### config.mk
export PLATFORM = sky130hd
export DESIGN_NAME = dcpa_arbiter
export DESIGN_NICKNAME = d
export VERILOG_FILES = /design/src/dcpa_pkg.sv /design/src/dcpa_arbiter.sv /design/src/dcpa_req_detect.sv
export SDC_FILE = /design/constraint.sdc
export NUM_CORES = 1
export LEC_CHECK = 0
export BUFFER_PORTS_ARGS = -buffer_cell sky130_fd_sc_hd__buf_2
export CAP_MARGIN = 20
export CORE_AREA = 2 2 74 58
export CTS_BUF_LIST = sky130_fd_sc_hd__clkbuf_16
export DETAILED_ROUTE_END_ITERATION = 8
export DIE_AREA = 0 0 76 60
export SYNTH_ARGS = -nofsm -noshare
export SYNTH_HDL_FRONTEND = slang
export SYNTH_SLANG_ARGS = --single-unit
### constraint.sdc
create_clock -name i_sys_clk -period 3.7 [get_ports i_sys_clk]
set_clock_uncertainty 0.15 [all_clocks]
set_input_delay 0.185 -clock i_sys_clk [delete_from_list [all_inputs] [get_ports i_sys_clk]]
set_output_delay 0.185 -clock i_sys_clk [all_outputs]
set_load 0.1 [all_outputs]
### src/dcpa_pkg.sv
// package for the two-channel dma priority arbiter
// assumes one bus clock domain; no software registers
package dcpa_pkg;

  // time figures in bus clock cycles
  localparam int DCPA_DET_CYC   = 3;  // request sampling to activation
  localparam int DCPA_ACK_MIN   = 6;  // request sampling to first ack
  localparam int DCPA_CNT_W     = 4;

  localparam logic DCPA_MODE_FIXED = 1'b0;
  localparam logic DCPA_MODE_RR    = 1'b1;
  localparam logic DCPA_BUS_STEAL  = 1'b0;
  localparam logic DCPA_BUS_BURST  = 1'b1;

  // per-channel configuration, as held in channel_control_reg
  typedef struct packed {
    logic enable;     // channel armed
    logic bus_mode;   // burst or cycle steal
    logic ack_timing_select;
  } dcpa_chcfg_s;

  typedef enum logic [1:0] {
    DCPA_IDLE = 2'b00,
    DCPA_DET  = 2'b01,
    DCPA_XFER = 2'b10
  } dcpa_state_e;

endpackage

### src/dcpa_arbiter.sv
// two-channel dma priority arbiter and request pacing
// assumes the bus state controller times each unit and pulses unit_done
//
// Summary of operation
// - fixed mode: channel 0 pre-empts channel 1 burst
// - fixed mode: channel 0 burst finishes before channel 1 resumes
// - steal channel 0 interleaves unit-wise, bus kept
// - competing bursts, fixed mode: highest priority served first
// - bus held until all competing bursts done
// - cycle length set by bus controller as cpu
// - activation decided three bus cycles after request
// - first acknowledge at least six cycles after request
`timescale 1ns/10ps
module dcpa_arbiter #(
  parameter int ACK_MIN = dcpa_pkg::DCPA_ACK_MIN
) (
  input  wire logic                 i_sys_clk,
  input  wire logic                 i_rst_n,
  input  wire logic                 i_prio_mode,
  input  wire dcpa_pkg::dcpa_chcfg_s i_cfg0,
  input  wire dcpa_pkg::dcpa_chcfg_s i_cfg1,
  input  wire logic [1:0]           i_transfer_request_in,
  input  wire logic                 i_unit_done,
  input  wire logic [1:0]           i_burst_last,
  output logic [1:0]                o_transfer_ack_out,
  output logic [1:0]                o_grant,
  output logic                      o_bus_own,
  output logic                      o_cfg_error
);

  initial begin
    if (ACK_MIN < dcpa_pkg::DCPA_DET_CYC + 1 || ACK_MIN > 15)
      $error("bad ACK_MIN");
  end

  logic [1:0]  act;
  logic [1:0]  act_clr;
  logic [1:0]  bmode;
  logic [1:0]  grant_r, grant_nxt;
  logic [1:0]  ack_r, ack_nxt;
  logic        own_r, own_nxt;
  logic        rr_last_r, rr_last_nxt;  // channel served last in rr
  logic        err_r;
  logic [3:0]  age_r [2];               // cycles since request seen
  logic [1:0]  pend;
  logic [1:0]  age_ok;
  logic        pick1;
  logic        last_srv;                // channel counted as served last
  logic        have;
  dcpa_pkg::dcpa_state_e st_r, st_nxt;

  assign bmode = {i_cfg1.bus_mode, i_cfg0.bus_mode};

  // activation detector for each request line
  genvar g;
  generate
    for (g = 0; g < 2; g++) begin : g_det
      dcpa_req_detect #(.DET_CYC(dcpa_pkg::DCPA_DET_CYC)) u_det (
        .i_sys_clk (i_sys_clk),
        .i_rst_n   (i_rst_n),
        .i_req     (i_transfer_request_in[g]
                    & (g == 0 ? i_cfg0.enable : i_cfg1.enable)),
        .i_clr     (act_clr[g]),
        .o_active  (act[g])
      );
      // first acknowledge never earlier than ACK_MIN after request
      always_ff @(posedge i_sys_clk or negedge i_rst_n) begin
        if (!i_rst_n)
          age_r[g] <= 4'h0;
        else if (!i_transfer_request_in[g])
          age_r[g] <= 4'h0;
        else if (age_r[g] != 4'hF)
          age_r[g] <= age_r[g] + 4'h1;
      end
      assign age_ok[g] = (age_r[g] >= 4'(ACK_MIN - 1));
    end
  endgenerate

  assign act_clr = grant_r & {2{i_unit_done}} & i_burst_last;
  // a channel on its last unit is no longer pending, or it gets an extra unit
  assign pend    = act & age_ok & ~act_clr;
  assign have    = |pend;

  // the channel finishing a unit right now is the one served last
  assign last_srv = (st_r == dcpa_pkg::DCPA_XFER && i_unit_done) ?
                    grant_r[1] : rr_last_r;

  // fixed: ch0 wins at once; rr: the last-served channel loses a tie
  assign pick1 = !pend[0] ||
                 (i_prio_mode == dcpa_pkg::DCPA_MODE_RR &&
                  pend[1] && !last_srv);

  // selection for the next unit boundary
  always_comb begin
    st_nxt      = st_r;
    grant_nxt   = grant_r;
    ack_nxt     = 2'b00;
    own_nxt     = own_r;
    rr_last_nxt = rr_last_r;
    case (st_r)
      dcpa_pkg::DCPA_IDLE: begin
        if (have) begin
          st_nxt    = dcpa_pkg::DCPA_XFER;
          grant_nxt = pick1 ? 2'b10 : 2'b01;
          ack_nxt   = grant_nxt;
          own_nxt   = 1'b1;
        end
      end
      dcpa_pkg::DCPA_XFER: begin
        ack_nxt = grant_r;
        // unit length comes from the bus controller, not counted here
        if (i_unit_done) begin
          rr_last_nxt = grant_r[1];
          if (have) begin
            // pre-empt / interleave at each unit boundary
            grant_nxt = pick1 ? 2'b10 : 2'b01;
            ack_nxt   = grant_nxt;
          end else begin
            st_nxt    = dcpa_pkg::DCPA_IDLE;
            grant_nxt = 2'b00;
            ack_nxt   = 2'b00;
            own_nxt   = 1'b0;
          end
        end
      end
      default: begin
        st_nxt    = dcpa_pkg::DCPA_IDLE;
        grant_nxt = 2'b00;
        own_nxt   = 1'b0;
      end
    endcase
  end

  // state and outputs
  always_ff @(posedge i_sys_clk or negedge i_rst_n) begin
    if (!i_rst_n) begin
      st_r      <= dcpa_pkg::DCPA_IDLE;
      grant_r   <= 2'b00;
      ack_r     <= 2'b00;
      own_r     <= 1'b0;
      rr_last_r <= 1'b0;
      err_r     <= 1'b0;
    end else begin
      st_r      <= st_nxt;
      grant_r   <= grant_nxt;
      ack_r     <= ack_nxt;
      own_r     <= own_nxt;
      rr_last_r <= rr_last_nxt;
      // flags the unsupported steal/burst mix in round-robin
      err_r     <= (i_prio_mode == dcpa_pkg::DCPA_MODE_RR) &&
                   i_cfg0.enable && i_cfg1.enable &&
                   (bmode[0] != bmode[1]);
    end
  end

  assign o_transfer_ack_out = ack_r;
  assign o_grant            = grant_r;
  assign o_bus_own          = own_r;
  assign o_cfg_error        = err_r;
endmodule // dcpa_arbiter

### src/dcpa_req_detect.sv
// request detector: activation decision after a fixed count
// assumes transfer_request_in is synchronous to the bus clock
`timescale 1ns/10ps
module dcpa_req_detect #(
  parameter int DET_CYC = dcpa_pkg::DCPA_DET_CYC
) (
  input  wire logic i_sys_clk,
  input  wire logic i_rst_n,
  input  wire logic i_req,
  input  wire logic i_clr,
  output logic      o_active
);

  logic [3:0] cnt_r;
  logic       act_r;

  initial begin
    if (DET_CYC < 1 || DET_CYC > 15) $error("bad DET_CYC");
  end

  // requests held for DET_CYC edges become an activation
  always_ff @(posedge i_sys_clk or negedge i_rst_n) begin
    if (!i_rst_n) begin
      cnt_r <= 4'h0;
      act_r <= 1'b0;
    end else if (i_clr || !i_req) begin
      cnt_r <= 4'h0;
      act_r <= 1'b0;
    end else if (cnt_r == 4'(DET_CYC - 1)) begin
      act_r <= 1'b1;
    end else begin
      cnt_r <= cnt_r + 4'h1;
    end
  end

  assign o_active = act_r;

endmodule // dcpa_req_detect

==> summary.txt <==
WL met3: 71 µm
sequential element share of the synthesized area: 48.59%
H-Tree Depth: 1
Crit Path Category: register to register
clock sink count: 25
post-CTS sizing: 0
post-route cell area: 1528 µm²
row count: 20
ANT cells: 0
max cap viols: 0
pwr/cell area: 403.2 nW/µm²
DR WL/cell: 11.15 µm
ys async rst share: 100.0%
synth unique cells: 27
Syn Inst Count: 128
All-Layer GR Usage: 11.16%
Clock Tree Buf Depth: 2
drt drc: 0
Synth area leaders: dfrtp_1 (49%), ha_1 (9.7%), nor2_1 (6.4%)
Buffers on Ports: 17
Final GP Congestion: 0.7698
initial antenna violation count: 0
most common cell after layout, fill and taps aside: dfrtp_1
pre-CTS WS: 1.897 ns
wl on met1: 1131 µm
hpwl dp: 1768 µm
CTS Buf Count: 3
Max Clk Rate: 556.2 MHz
setup TNS: 0 ns
worst vdd ir: 278.7 µV
top cell type by total area after synthesis: dfrtp_1
syn_nets: 152
Crit path depth: 6
worst-path cell chain: ha_1, nand2b_1, a21o_1, nand3_2, a21oi_1, o32a_1
R2R depth: 6
CP peak stage delay: 0.44 ns
drt pass-1 iters: 4
die area: 4560 µm²
crit path launch type: register
Setup violations, final: 0
fin crit period: 1.798 ns
yosys warns: 0
postcts setup bufs: 0
antenna violation net count after detailed routing: 0
WL final: 2274 µm
initial core utilization: 33.19%
Area Overhead vs Synth: 18.66%
share of layout cells above drive strength 1: 18.12%
slowest stage cell, crit path: dfrtp_1
chip width: 76 µm
Clock Latency Late Sink: 0.25 ns
final net count: 174
largest net degree at the start of global routing: 26
CTS clk-pin slew, worst paths: 0.06 ns
gr ovfl total: 0
vias in the first global route: 912
Worst Hold Class: input pin to register
Yosys reg bits: 25
Post-DP Area: 1438 µm²
static leakage: 0.7476 nW
initial detailed-routing violation count: 16
top cell type's share of synthesized area: 48.59%
metal2 WL: 1071 µm
hold_buf cts: 1
Setup WS post-layout: 1.902 ns
core area: 3879 µm²
Final Cycle Share: 48.59%
DR vias/cell: 4.598
die extent in y: 60 µm
average size of a mapped cell: 10.06 µm²
worst hold stages: 3
Fin. Hold Viols: 0
CP required: 3.69 ns
outcome: completed
Post-Synthesis Cell Area: 1287 µm²
crit path DAT: 1.79 ns
EDFF count, synth: 0
most frequent cells in the layout: dfrtp_1 (25), nor2_1 (22), buf_2 (17)
RSZ-0062 raised after global routing: false
highest routed layer: met3
Vias: 938
Slew Viols, Final: 0
peak fanout along the critical path: 6
relative slew slack: 62.85%
top_reg_cell synth: dfrtp_1
Setup crit end kind: register
slew at the pin closest to its max-slew limit: 0.5572 ns
CTS tree: built
first-pass GRT wire length: 4008 µm
root buffer cell: clkbuf_16
IO Pins: 20
Top Family by Delay on Critical Path: compound AO/OA/AOI/OAI gates
CP Buf/Inv Count: 0
report_power, final:
group / switching (mW) / internal (mW)
registers: 0.0128 / 0.285
logic: 0.0555 / 0.0263
clock network: 0.0911 / 0.145
final cells by class:
type	count	area (µm²)
fillers	379	2351
repair buffers	18	95.09
clock buffers	3	75.07
clock inverters	1	5.005
multi-input cells	89	609.3
inverters	13	48.80
well taps	55	68.82
flip-flops and latches	25	625.6
Yosys cell counts (4+ instances only):
master / n
dfrtp_1: 25
nor2_1: 22
inv_1: 13
nand3_1: 11
ha_1: 10
xnor2_1: 7
a21oi_1: 6
mux2i_1: 4
nand2_1: 4
state kept, by name, indices dropped and copies added (netlist names):
name                  count
o_transfer_ack_out        2
age_r                     8
g_det.u_det.o_active      2
rr_last_r                 1
o_bus_own                 1
o_cfg_error               1
g_det.u_det.cnt_r         8
o_grant                   2
per-stage QoR:
step,cells,total power [mW],hold WS [ns],utilization (%)
6_report,204,0.6159,0.04563,39.39
5_1_grt,204,0.6479,0.05884,39.39
4_1_cts,204,0.6218,0.03862,39.39
3_5_place_dp,199,0.3847,0.06463,37.06
3_3_place_gp,199,0.3814,0.05370,37.06
2_1_floorplan,128,0.3581,-0.2606,-
final timing paths:
| kind | slack, ns | from | end |
|---|---|---|---|
| min in group asynchronous | 0.31 | i_rst_n | g_det[0].u_det.cnt_r[3] |
| setup reg to reg | 1.90 | age_r[4] | o_grant[0] |
| setup / recovery | 1.90 | age_r[4] | o_grant[0] |
| hold / removal | 0.05 | i_transfer_request_in[0] | age_r[6] |
| max in group asynchronous | 2.72 | i_rst_n | g_det[1].u_det.cnt_r[2] |
| hold reg to reg | 0.37 | g_det[1].u_det.o_active | g_det[1].u_det.o_active |
routing by layer:
metal / track usage, % / vias up
met5: 0 / -
met4: 1.558 / 0
met3: 3.625 / 0
met2: 20.03 / 14
met1: 13.74 / 450
li1: - / 474
kinds of logic (layout without fill, tap and decap cells):
kind of cell | Yosys count | count (layout) | share of synthesized area (%)
AOI/OAI and AO/OA | 19 | 19 | 9.815
xor gates and xnor gates | 7 | 7 | 4.762
adders and majority gates | 10 | 10 | 9.718
buffers and inverters | 14 | 35 | 4.082
DFF | 25 | 25 | 48.59
muxes | 5 | 5 | 4.179
and+or+nand+nor | 48 | 48 | 18.85
worst reg2reg max path: cells and delay by family, from the launching register on:
family                     cells  cell delay [ns]
AOI/OAI and AO/OA              3             0.61
DFF                            1             0.44
and+or+nand+nor                2             0.28
adders and majority gates      1             0.22
Note: power is estimated with default switching activity, not from simulation.
